**src/fpu_exc_pkg.sv**
```systemverilog
// Purpose: shared constants and types for the fp exception unit
// Assumes: single (8/23) and double (11/52) formats, 32-bit control/status word
// Notes:   register offsets are byte addresses on the axi4-lite port
package fpu_exc_pkg;

    localparam logic [7:0] OFF_CSR      = 8'h00;
    localparam logic [7:0] OFF_STATUS   = 8'h04;
    localparam logic [7:0] OFF_COUNT    = 8'h08;

    // control/status word layout
    localparam int RM_LO       = 0;
    localparam int FLAG_LO     = 2;
    localparam int EN_LO       = 7;
    localparam int CAUSE_LO    = 12;
    localparam int FLUSH_SEL   = 24;
    localparam logic [31:0] CSR_RESET = 32'h0000_0000;
    localparam logic [31:0] CSR_WMASK = 32'h0103_ffff;

    // exception bit indices inside the five-bit and six-bit fields
    localparam int X_I = 0;
    localparam int X_U = 1;
    localparam int X_O = 2;
    localparam int X_Z = 3;
    localparam int X_V = 4;
    localparam int X_E = 5;

    localparam logic [1:0] RM_NEAR  = 2'h0;
    localparam logic [1:0] RM_ZERO  = 2'h1;
    localparam logic [1:0] RM_PINF  = 2'h2;
    localparam logic [1:0] RM_MINF  = 2'h3;

    localparam logic [1:0] RESP_OKAY   = 2'h0;
    localparam logic [1:0] RESP_SLVERR = 2'h2;

    localparam logic [63:0] QNAN_D  = 64'h7ff8_0000_0000_0000;
    localparam logic [63:0] QNAN_S  = 64'h0000_0000_7fc0_0000;

    typedef enum logic [3:0] {
        OP_ADD, OP_SUB, OP_MUL, OP_DIV, OP_SQRT, OP_ABS, OP_NEG, OP_MOVE,
        OP_CMP, OP_CVT_S, OP_CVT_D, OP_CVT_W, OP_CVT_L, OP_RSVD
    } fp_op_t;

    typedef enum logic [1:0] {FMT_S, FMT_D, FMT_W, FMT_L} fp_fmt_t;

    typedef enum logic [1:0] {CL_NUM, CL_ZERO, CL_INF, CL_NAN} fp_cls_t;

endpackage

```
**src/fp_classify.sv**
```systemverilog
// Purpose: classify one operand of either binary format
// Assumes: single values sit in the low 32 bits
// Notes:   purely combinational
`timescale 1ns/1ps
module fp_classify
    import fpu_exc_pkg::*;
(
    input  wire logic [63:0] value,
    input  wire logic        dbl,
    output logic             is_zero,
    output logic             is_inf,
    output logic             is_nan,
    output logic             is_snan,
    output logic             is_qnan,
    output logic             is_denorm,
    output logic             sign
);
    logic [10:0] ex;
    logic [51:0] man;
    logic        e_max;
    logic        e_min;
    logic        quiet;

    always_comb begin
        ex    = dbl ? value[62:52] : {3'h0, value[30:23]};
        man   = dbl ? value[51:0]  : {29'h0, value[22:0]};
        sign  = dbl ? value[63]    : value[31];
        quiet = dbl ? value[51]    : value[22];
        e_max = dbl ? (ex == 11'h7ff) : (ex == 11'h0ff);
        e_min = (ex == 11'h000);
        is_zero   = e_min && (man == 52'h0);
        is_denorm = e_min && (man != 52'h0);
        is_inf    = e_max && (man == 52'h0);
        is_nan    = e_max && (man != 52'h0);
        is_qnan   = is_nan && quiet;
        is_snan   = is_nan && !quiet;
    end
endmodule

```
**src/fpu_exception_detect.sv**
```systemverilog
// Purpose: fp exception classification, trap decision and result select
// Assumes: arithmetic datapath supplies rounded result and its range flags
// Notes:   one instruction per cycle; verdict registered one cycle later
//
// Added by the designer: the AXI4-Lite register port and the register addresses.
`timescale 1ns/1ps
// Overview of operation
// - flag invalid for inf-inf, 0*inf, 0/0, inf/inf, sqrt(neg)
// - ordered compare on unordered operands is invalid
// - signaling nan into arithmetic, abs, neg: invalid
// - compare or convert of signaling nan: invalid
// - invalid untrapped delivers a quiet nan
// - enabled trap suppresses write, keeps sources
// - divide by zero only for finite nonzero dividend
// - untrapped divide by zero gives signed infinity
// - overflow when rounded magnitude exceeds largest finite
// - overflow always also raises inexact
// - untrapped overflow result from rounding mode, sign
// - tininess judged after rounding
// - accuracy loss judged as inexact result
// - underflow with enables or flush clear: unimplemented trap
// - flushed underflow result from rounding mode, sign
// - reserved opcode or format: unimplemented, trap
// - denormal or quiet nan operand: unimplemented, not compare or move
// - self-format convert or bad format: unimplemented
// - register moves never trap
// - unimplemented trap cannot be disabled
// - writing zero cause clears pending exceptions
// - overflow/underflow and inexact both set
// - inexact on rounding, overflow, flushed underflow
module fpu_exception_detect
    import fpu_exc_pkg::*;
(
    input  wire logic        aclk,
    input  wire logic        aresetn,
    // instruction issue from the integer pipeline
    input  wire logic        op_valid,
    input  wire fp_op_t      op_code,
    input  wire fp_fmt_t     op_fmt,
    input  wire logic        cmp_signals_unordered,
    input  wire logic [63:0] src_a,
    input  wire logic [63:0] src_b,
    input  wire logic [63:0] dp_result,
    input  wire logic        dp_inexact,
    input  wire logic        dp_overflow,
    input  wire logic        dp_tiny,
    input  wire logic        dp_sign,
    // verdict toward the register file and trap logic
    output logic             wb_valid,
    output logic             wb_write_en,
    output logic [63:0]      wb_data,
    output logic             fp_trap,
    output logic [5:0]       trap_cause,
    // axi4-lite slave
    input  wire logic [7:0]  s_axi_awaddr,
    input  wire logic        s_axi_awvalid,
    output logic             s_axi_awready,
    input  wire logic [31:0] s_axi_wdata,
    input  wire logic [3:0]  s_axi_wstrb,
    input  wire logic        s_axi_wvalid,
    output logic             s_axi_wready,
    output logic [1:0]       s_axi_bresp,
    output logic             s_axi_bvalid,
    input  wire logic        s_axi_bready,
    input  wire logic [7:0]  s_axi_araddr,
    input  wire logic        s_axi_arvalid,
    output logic             s_axi_arready,
    output logic [31:0]      s_axi_rdata,
    output logic [1:0]       s_axi_rresp,
    output logic             s_axi_rvalid,
    input  wire logic        s_axi_rready
);

    typedef struct packed {
        logic [31:0] csr;
        logic [15:0] trap_count;
        logic        wb_valid;
        logic        wb_write_en;
        logic [63:0] wb_data;
        logic        fp_trap;
        logic [5:0]  trap_cause;
        logic        aw_held;
        logic [7:0]  aw_addr;
        logic        w_held;
        logic [31:0] w_data;
        logic [3:0]  w_strb;
        logic        bvalid;
        logic [1:0]  bresp;
        logic        rvalid;
        logic [31:0] rdata;
        logic [1:0]  rresp;
    } state_t;

    state_t st_ff;
    state_t nxt_st;

    logic a_zero, a_inf, a_nan, a_snan, a_qnan, a_den, a_sign;
    logic b_zero, b_inf, b_nan, b_snan, b_qnan, b_den, b_sign;
    logic dbl;

    assign dbl = (op_fmt == FMT_D);

    fp_classify u_cls_a (
        .value     (src_a),
        .dbl       (dbl),
        .is_zero   (a_zero),
        .is_inf    (a_inf),
        .is_nan    (a_nan),
        .is_snan   (a_snan),
        .is_qnan   (a_qnan),
        .is_denorm (a_den),
        .sign      (a_sign)
    );

    fp_classify u_cls_b (
        .value     (src_b),
        .dbl       (dbl),
        .is_zero   (b_zero),
        .is_inf    (b_inf),
        .is_nan    (b_nan),
        .is_snan   (b_snan),
        .is_qnan   (b_qnan),
        .is_denorm (b_den),
        .sign      (b_sign)
    );

    function automatic logic uses_b(input fp_op_t op);
        uses_b = (op == OP_ADD) || (op == OP_SUB) || (op == OP_MUL) ||
                 (op == OP_DIV) || (op == OP_CMP);
    endfunction

    // infinity or largest finite, chosen by rounding direction and sign
    function automatic logic [63:0] inf_or_max(input logic sgn, input logic [1:0] rm,
                                                input logic d);
        logic to_inf;
        to_inf = (rm == RM_NEAR) || (rm == RM_PINF && !sgn) || (rm == RM_MINF && sgn);
        if (d) begin
            inf_or_max = {sgn, to_inf ? 63'h7ff0_0000_0000_0000 : 63'h7fef_ffff_ffff_ffff};
        end else begin
            inf_or_max = {32'h0, sgn, to_inf ? 31'h7f80_0000 : 31'h7f7f_ffff};
        end
    endfunction

    // zero or smallest normal for a flushed tiny result
    function automatic logic [63:0] tiny_flush(input logic sgn, input logic [1:0] rm,
                                                input logic d);
        logic away;
        away = (rm == RM_PINF && !sgn) || (rm == RM_MINF && sgn);
        if (d) begin
            tiny_flush = {sgn, away ? 63'h0010_0000_0000_0000 : 63'h0};
        end else begin
            tiny_flush = {32'h0, sgn, away ? 31'h0080_0000 : 31'h0};
        end
    endfunction

    logic        is_arith;
    logic        is_move;
    logic        sub_eff;
    logic [4:0]  raised;
    logic        unimpl;
    logic [4:0]  enables;
    logic        trap_now;
    logic [63:0] deliver;
    logic        tiny_res;
    logic        any_snan;
    logic        any_qnan;
    logic        any_den;
    logic        aw_go;
    logic        w_go;
    logic        wr_do;
    logic [31:0] wr_word;
    logic [31:0] cause_ext;

    always_comb begin
        enables  = st_ff.csr[EN_LO +: 5];
        is_move  = (op_code == OP_MOVE);
        is_arith = (op_code inside {OP_ADD, OP_SUB, OP_MUL, OP_DIV, OP_SQRT,
                                    OP_ABS, OP_NEG});
        any_snan = a_snan || (uses_b(op_code) && b_snan);
        any_qnan = a_qnan || (uses_b(op_code) && b_qnan);
        any_den  = a_den  || (uses_b(op_code) && b_den);
        sub_eff  = (op_code == OP_SUB) ? (a_sign == b_sign) : (a_sign != b_sign);
        raised   = 5'h0;
        unimpl   = 1'b0;

        // invalid operation
        if ((op_code == OP_ADD || op_code == OP_SUB) && a_inf && b_inf && sub_eff)
            raised[X_V] = 1'b1;
        if (op_code == OP_MUL && ((a_zero && b_inf) || (a_inf && b_zero)))
            raised[X_V] = 1'b1;
        if (op_code == OP_DIV && ((a_zero && b_zero) || (a_inf && b_inf)))
            raised[X_V] = 1'b1;
        if (op_code == OP_SQRT && a_sign && !a_zero && !a_nan)
            raised[X_V] = 1'b1;
        if (op_code == OP_CMP && cmp_signals_unordered && (a_nan || b_nan))
            raised[X_V] = 1'b1;
        if (is_arith && any_snan)
            raised[X_V] = 1'b1;
        if ((op_code == OP_CMP || op_code inside {OP_CVT_S, OP_CVT_D, OP_CVT_W, OP_CVT_L})
            && any_snan)
            raised[X_V] = 1'b1;

        // divide by zero needs finite nonzero dividend
        if (op_code == OP_DIV && b_zero && !a_zero && !a_inf && !a_nan)
            raised[X_Z] = 1'b1;

        // range flags from the datapath: overflow on unbounded-exponent rounding,
        // tiny judged on the rounded value, loss judged as inexact
        tiny_res = dp_tiny && !raised[X_V] && !raised[X_Z];
        if (dp_overflow && !raised[X_V] && !raised[X_Z]) begin
            raised[X_O] = 1'b1;
            raised[X_I] = 1'b1;
        end
        if (dp_inexact && !raised[X_V] && !raised[X_Z])
            raised[X_I] = 1'b1;
        if (tiny_res && dp_inexact)
            raised[X_U] = 1'b1;

        // unimplemented
        if (op_code == OP_RSVD || (op_fmt inside {FMT_W, FMT_L} && is_arith))
            unimpl = 1'b1;
        if ((op_code == OP_CVT_S && op_fmt == FMT_S) || (op_code == OP_CVT_D && op_fmt == FMT_D))
            unimpl = 1'b1;
        if ((is_arith || op_code inside {OP_CVT_S, OP_CVT_D, OP_CVT_W, OP_CVT_L})
            && (any_den || any_qnan))
            unimpl = 1'b1;
        if (tiny_res && (enables[X_U] || enables[X_I] || !st_ff.csr[FLUSH_SEL]))
            unimpl = 1'b1;
        else if (tiny_res)
            raised[X_I] = 1'b1;
        if (is_move) begin
            raised = 5'h0;
            unimpl = 1'b0;
        end

        // unimplemented has no enable
        trap_now = unimpl || ((raised & enables) != 5'h0);

        if (raised[X_V])
            deliver = dbl ? QNAN_D : QNAN_S;
        else if (raised[X_Z])
            deliver = dbl ? {a_sign ^ b_sign, 63'h7ff0_0000_0000_0000}
                          : {32'h0, a_sign ^ b_sign, 31'h7f80_0000};
        else if (raised[X_O])
            deliver = inf_or_max(dp_sign, st_ff.csr[RM_LO +: 2], dbl);
        else if (tiny_res)
            deliver = tiny_flush(dp_sign, st_ff.csr[RM_LO +: 2], dbl);
        else
            deliver = dp_result;

        nxt_st = st_ff;

        // verdict is registered with the write enable so both land together
        nxt_st.wb_valid    = op_valid;
        nxt_st.wb_write_en = op_valid && !trap_now && (op_code != OP_CMP);
        nxt_st.fp_trap     = op_valid && trap_now;
        nxt_st.trap_cause  = op_valid ? {unimpl, raised} : 6'h0;
        if (op_valid)
            nxt_st.wb_data = deliver;

        // axi4-lite write side: address and data accepted in either order
        aw_go = s_axi_awvalid && !st_ff.aw_held && !st_ff.bvalid;
        w_go  = s_axi_wvalid && !st_ff.w_held && !st_ff.bvalid;
        if (aw_go) begin
            nxt_st.aw_held = 1'b1;
            nxt_st.aw_addr = s_axi_awaddr;
        end
        if (w_go) begin
            nxt_st.w_held = 1'b1;
            nxt_st.w_data = s_axi_wdata;
            nxt_st.w_strb = s_axi_wstrb;
        end
        wr_do   = st_ff.aw_held && st_ff.w_held;
        wr_word = st_ff.csr;
        for (int i = 0; i < 4; i++) begin
            if (st_ff.w_strb[i])
                wr_word[i*8 +: 8] = st_ff.w_data[i*8 +: 8];
        end
        if (wr_do) begin
            nxt_st.aw_held = 1'b0;
            nxt_st.w_held  = 1'b0;
            nxt_st.bvalid  = 1'b1;
            if (st_ff.aw_addr == OFF_CSR) begin
                nxt_st.csr   = wr_word & CSR_WMASK;
                nxt_st.bresp = RESP_OKAY;
            end else if (st_ff.aw_addr == OFF_STATUS || st_ff.aw_addr == OFF_COUNT) begin
                nxt_st.bresp = RESP_OKAY;
            end else begin
                nxt_st.bresp = RESP_SLVERR;
            end
        end
        if (st_ff.bvalid && s_axi_bready)
            nxt_st.bvalid = 1'b0;

        // hardware events win over a software write in the same cycle
        cause_ext = {20'h0, unimpl, raised, 6'h0} << (CAUSE_LO - 6);
        if (op_valid && !is_move) begin
            nxt_st.csr = nxt_st.csr | cause_ext;
            if (!trap_now)
                nxt_st.csr[FLAG_LO +: 5] = nxt_st.csr[FLAG_LO +: 5] | raised;
        end
        if (op_valid && trap_now)
            nxt_st.trap_count = st_ff.trap_count + 16'h1;

        // read side
        if (s_axi_arvalid && !st_ff.rvalid) begin
            nxt_st.rvalid = 1'b1;
            nxt_st.rresp  = RESP_OKAY;
            case (s_axi_araddr)
                OFF_CSR:    nxt_st.rdata = st_ff.csr;
                OFF_STATUS: nxt_st.rdata = {25'h0, st_ff.fp_trap, st_ff.trap_cause};
                OFF_COUNT:  nxt_st.rdata = {16'h0, st_ff.trap_count};
                default: begin
                    nxt_st.rdata = 32'h0;
                    nxt_st.rresp = RESP_SLVERR;
                end
            endcase
        end else if (st_ff.rvalid && s_axi_rready) begin
            nxt_st.rvalid = 1'b0;
        end
    end

    always_ff @(posedge aclk) begin
        if (!aresetn) begin
            st_ff     <= '0;
            st_ff.csr <= CSR_RESET;
        end else begin
            st_ff <= nxt_st;
        end
    end

    // write channels held off while a word waits or a response is out
    assign s_axi_awready = !st_ff.aw_held && !st_ff.bvalid;
    assign s_axi_wready  = !st_ff.w_held && !st_ff.bvalid;
    assign s_axi_bvalid  = st_ff.bvalid;
    assign s_axi_bresp   = st_ff.bresp;
    assign s_axi_arready = !st_ff.rvalid;
    assign s_axi_rvalid  = st_ff.rvalid;
    assign s_axi_rdata   = st_ff.rdata;
    assign s_axi_rresp   = st_ff.rresp;
    assign wb_valid      = st_ff.wb_valid;
    assign wb_write_en   = st_ff.wb_write_en;
    assign wb_data       = st_ff.wb_data;
    assign fp_trap       = st_ff.fp_trap;
    assign trap_cause    = st_ff.trap_cause;

endmodule

```
**config.mk**
```make
export PLATFORM = sky130hd
export DESIGN_NAME = fpu_exception_detect
export DESIGN_NICKNAME = d
export VERILOG_FILES = /design/src/fpu_exc_pkg.sv /design/src/fp_classify.sv /design/src/fpu_exception_detect.sv
export SDC_FILE = /design/constraint.sdc
export NUM_CORES = 1
export LEC_CHECK = 0
export BUFFER_PORTS_ARGS = -buffer_cell sky130_fd_sc_hd__buf_2
export CAP_MARGIN = 25
export CORE_AREA = 2 2 145 147
export CTS_BUF_LIST = sky130_fd_sc_hd__clkbuf_16
export DETAILED_ROUTE_END_ITERATION = 7
export DIE_AREA = 0 0 147 149
export PLACE_DENSITY = 0.82
export SLEW_MARGIN = 10
export SYNTH_ARGS = -nofsm -noshare
export SYNTH_HDL_FRONTEND = slang
export SYNTH_SLANG_ARGS = --single-unit
export TNS_END_PERCENT = 20
```
**constraint.sdc**
```tcl
create_clock -name aclk -period 7.92 [get_ports aclk]
set_clock_uncertainty 0.1 [all_clocks]
set_input_delay 1.188 -clock aclk [delete_from_list [all_inputs] [get_ports aclk]]
set_output_delay 1.188 -clock aclk [all_outputs]
set_load 0.01 [all_outputs]
```
==> impl_metrics.yaml <==
critical_path:
  cp.required_ns: 8.10
  crit_type: "in2reg"
  slowest_delay_ns: 0.71
  crit_family: "compound AO/OA/AOI/OAI gates"
  path_cells: "buf_2 -> nand2b_1 -> inv_4 -> mux2i_1 -> a31oi_1 -> o22ai_1 -> a32oi_4 -> nand3_4 -> nor3_4 -> buf_4 -> a21o_1 -> o21ai_0"
  end_kind: "register"
  critPathArrivalTime_ns: 5.03
  critPathLaunchType: "input pin"
  cp_num_buf_inv: 3
  rrSetupSlack_ns: 5.41
  slowest_stage: "nand2b_1"
  crit_fanout: 42
timing:
  maxSlewViolCount: 0
  setup_viol: 0
  slew_headroom_pct: 32.9
  worstMarginPinSlew_ns: 0.998
  finalCritPeriodShare_pct: 61.3
  timing.setup.tns_ns: 0
  post-route-min-period_ns: 4.85
  fmax_mhz: 206
  hold_ws_ns: 0.348
  final-hold-violation-count: 0
  rsz0062_at_grt: "no"
global_routing:
  first_global_vias: 7683
  antenna_found_initial: 5
  grt_pass1_wl_um: 39800
  grt_overflow: 0
  grt_max_degree: 83
  grt_util_all_layers_pct: 23.2
logic_synthesis:
  netlist_instances: 1033
  synth_area_um2: 8440
  synth_top_cell_area_share_pct: 38.9
  synth-edff-count: 0
  seq_area_frac_synth_pct: 38.9
  synth_ff_type: "dfxtp_1"
  synth.avg_cell_area_um2: 8.17
  ys_seq_elements: 164
  yosysWarnings: 0
  yosys-top-cells-area: "dfxtp_1 (39%), buf_4 (9.6%), nand2_1 (7.0%), a21oi_1 (6.1%), mux2i_1 (4.5%)"
  synth.distinct_cells: 74
  synth_top_cell_by_area: "dfxtp_1"
  async_flop_share_pct: 0
clock_tree:
  clk_path_buf_depth: 2
  clock_sinks: 164
  clock-root-buffer: "clkbuf_16"
  postCtsSetupBuffers: 0
  cts_hold_buf: 0
  cts_max_level: 4
  clkTransAtPathRegs_ns: 0.07
  cts_tree: "yes"
  cts_buffers: 17
  cts_resized: 0
  clk_latency_ns: 0.43
finish:
  multiInputGateArea_um2: 4070
  finalNetCount: 1527
  seqCellArea_um2: 3280
  n_fill_cell: 1957
  syn2layout_area_growth_pct: 21.0
  fin_cells: 1553
  drive_above_1_share_pct: 33.2
die:
  io-pin-count: 377
  start_util_pct: 41.0
  row_count: 53
  die_x_um: 147
  die-area_um2: 21900
  die_h_um: 149
  core_um2: 20600
pwr:
  seqPwrFrac_pct: 44.6
  ir_drop_uv: 102
  pwr-share-comb_pct: 13.6
  p_per_area_nw_per_um2: 194
  clkPwrFrac_pct: 41.8
  switching_power_mw: 0.581
  p_leak_nw: 4.63
  p_int_mw: 1.40
  p_sw_share_pct: 29.3
  p_total_mw: 1.98
route:
  vias_per_cell: 5.27
  drc: 0
  via_count: 8186
  wl_um: 26200
  wl_per_cell_um: 16.9
  ant_nets: 0
  drtIter0Drc: 501
  dr.pass1.iters: 5
job:
  drv_cap: 0
placement:
  dp.cells: 1515
  port_buffers: 348
  finalWeightedCongestion: 0.928
  place_hpwl_um: 20200
status:
  status: "finished clean"
min_path:
  hp-class: "reg2reg"
==> power by group through the flow <==
stage | clock network (mW) | registers, mW | logic [mW]
after floorplan | 0 | 0.898 | 0.176
after CTS | 0.844 | 0.884 | 0.268
after global placement | 0 | 0.901 | 0.262
after global routing | 0.879 | 0.888 | 0.297
after detailed placement | 0 | 0.903 | 0.267
final | 0.830 | 0.885 | 0.269
==> worst reg2reg max path: cells and delay by family (launching register included) <==
kind,cells,cell delay (ns)
xor+xnor,1,0.29
buf+inv,1,0.15
flops,1,0.47
simple gates,1,0.10
compound gates,3,1.10
fa+ha+maj,1,0.22
==> cell type report <==
class,count,area share [%]
diodes,5,0.123
clock buffers,17,4.17
clock inverters,15,1.79
inverters,24,0.907
multi-input cells,698,39.9
flip-flops and latches,164,32.2
well taps,275,3.37
repair buffers,355,17.6
==> sequential cells by signal (all words and copies together) (netlist names) <==
name          cells
fp_trap           1
s_axi_rvalid      1
s_axi_rresp       1
s_axi_bresp       1
wb_write_en       1
wb_valid          1
st_ff            63
s_axi_bvalid      1
enables           5
trap_cause        6
wb_data          64
s_axi_rdata      19
==> placed cells by master, fill, tap and decap left out, types with 3 or more instances in the layout <==
master / count
diode_2: 5
and2_1: 9
buf_2: 348
a21oi_1: 102
a211oi_1: 5
inv_1: 22
a31o_2: 6
buf_4: 6
a31oi_1: 7
and3_1: 10
nand2b_1: 8
a21o_1: 3
mux2i_1: 38
nand4_1: 30
clkinv_8: 5
xnor2_1: 5
inv_8: 7
nor4_1: 35
nor3_1: 12
nor3_4: 3
ha_1: 4
nand2_1: 158
o21bai_1: 5
dfxtp_1: 164
a22oi_1: 19
clkbuf_16: 17
a221o_1: 10
nor2_1: 60
or3_1: 3
conb_1: 15
mux2_2: 11
o22ai_1: 4
o21ai_0: 69
a22o_1: 3
nand3_1: 18
==> metal layers <==
| metal | wire length (µm) | part of all wire, % | global-route usage, % |
|---|---|---|---|
| met5 | 0 | 0 | 0 |
| met4 | 1130 | 4.3 | 12.2 |
| met3 | 1390 | 5.3 | 4.25 |
| met2 | 13200 | 50 | 40.1 |
| met1 | 10600 | 40 | 27.7 |
==> worst paths after layout <==
check                                         startpoint                  endpoint  cells after the start
worst min register to register  wb_data[35]$_SDFFE_PN0P_  wb_data[35]$_SDFFE_PN0P_                      2
worst min-delay path            wb_data[35]$_SDFFE_PN0P_  wb_data[35]$_SDFFE_PN0P_                      2
worst max-delay path                           op_fmt[1]  wb_data[20]$_SDFFE_PN0P_                     12
worst max register to register   st_ff[174]$_SDFFE_PN0P_  wb_data[26]$_SDFFE_PN0P_                      7
==> metrics by stage <==
stage / cell area, µm² / utilization, % / worst slack [ns]
floorplan: 8490 / - / 4.21
global placement: 9580 / 46.6 / 2.64
detailed placement: 9580 / 46.6 / 2.63
CTS: 10200 / 49.6 / 3.05
global route: 10200 / 49.7 / 2.70
finish: 10200 / 49.7 / 3.07
==> synthesized netlist by cell type, drive strengths merged (10+ instances only) <==
library cell    n
o21ai          71
nor2           61
mux2           11
nand4          31
nor4           36
nor3           16
nand2         158
dfxtp         164
and3           11
nand3          19
a22oi          19
mux2i          38
clkbuf         45
buf           116
a21oi         102
a221o          10
inv            24
==> kinds of logic after synthesis <==
logic type / count (synthesis) / synth area share (%)
muxes: 49 / 5.98
xor gates and xnor gates: 5 / 0.519
and+or+nand+nor: 361 / 20.8
other: 1 / 0.0445
AOI/OAI and AO/OA: 263 / 19.5
buffers and inverters: 185 / 13.5
DFF: 164 / 38.9
adders and majority gates: 5 / 0.712
Note: power is estimated with default switching activity, not from simulation.
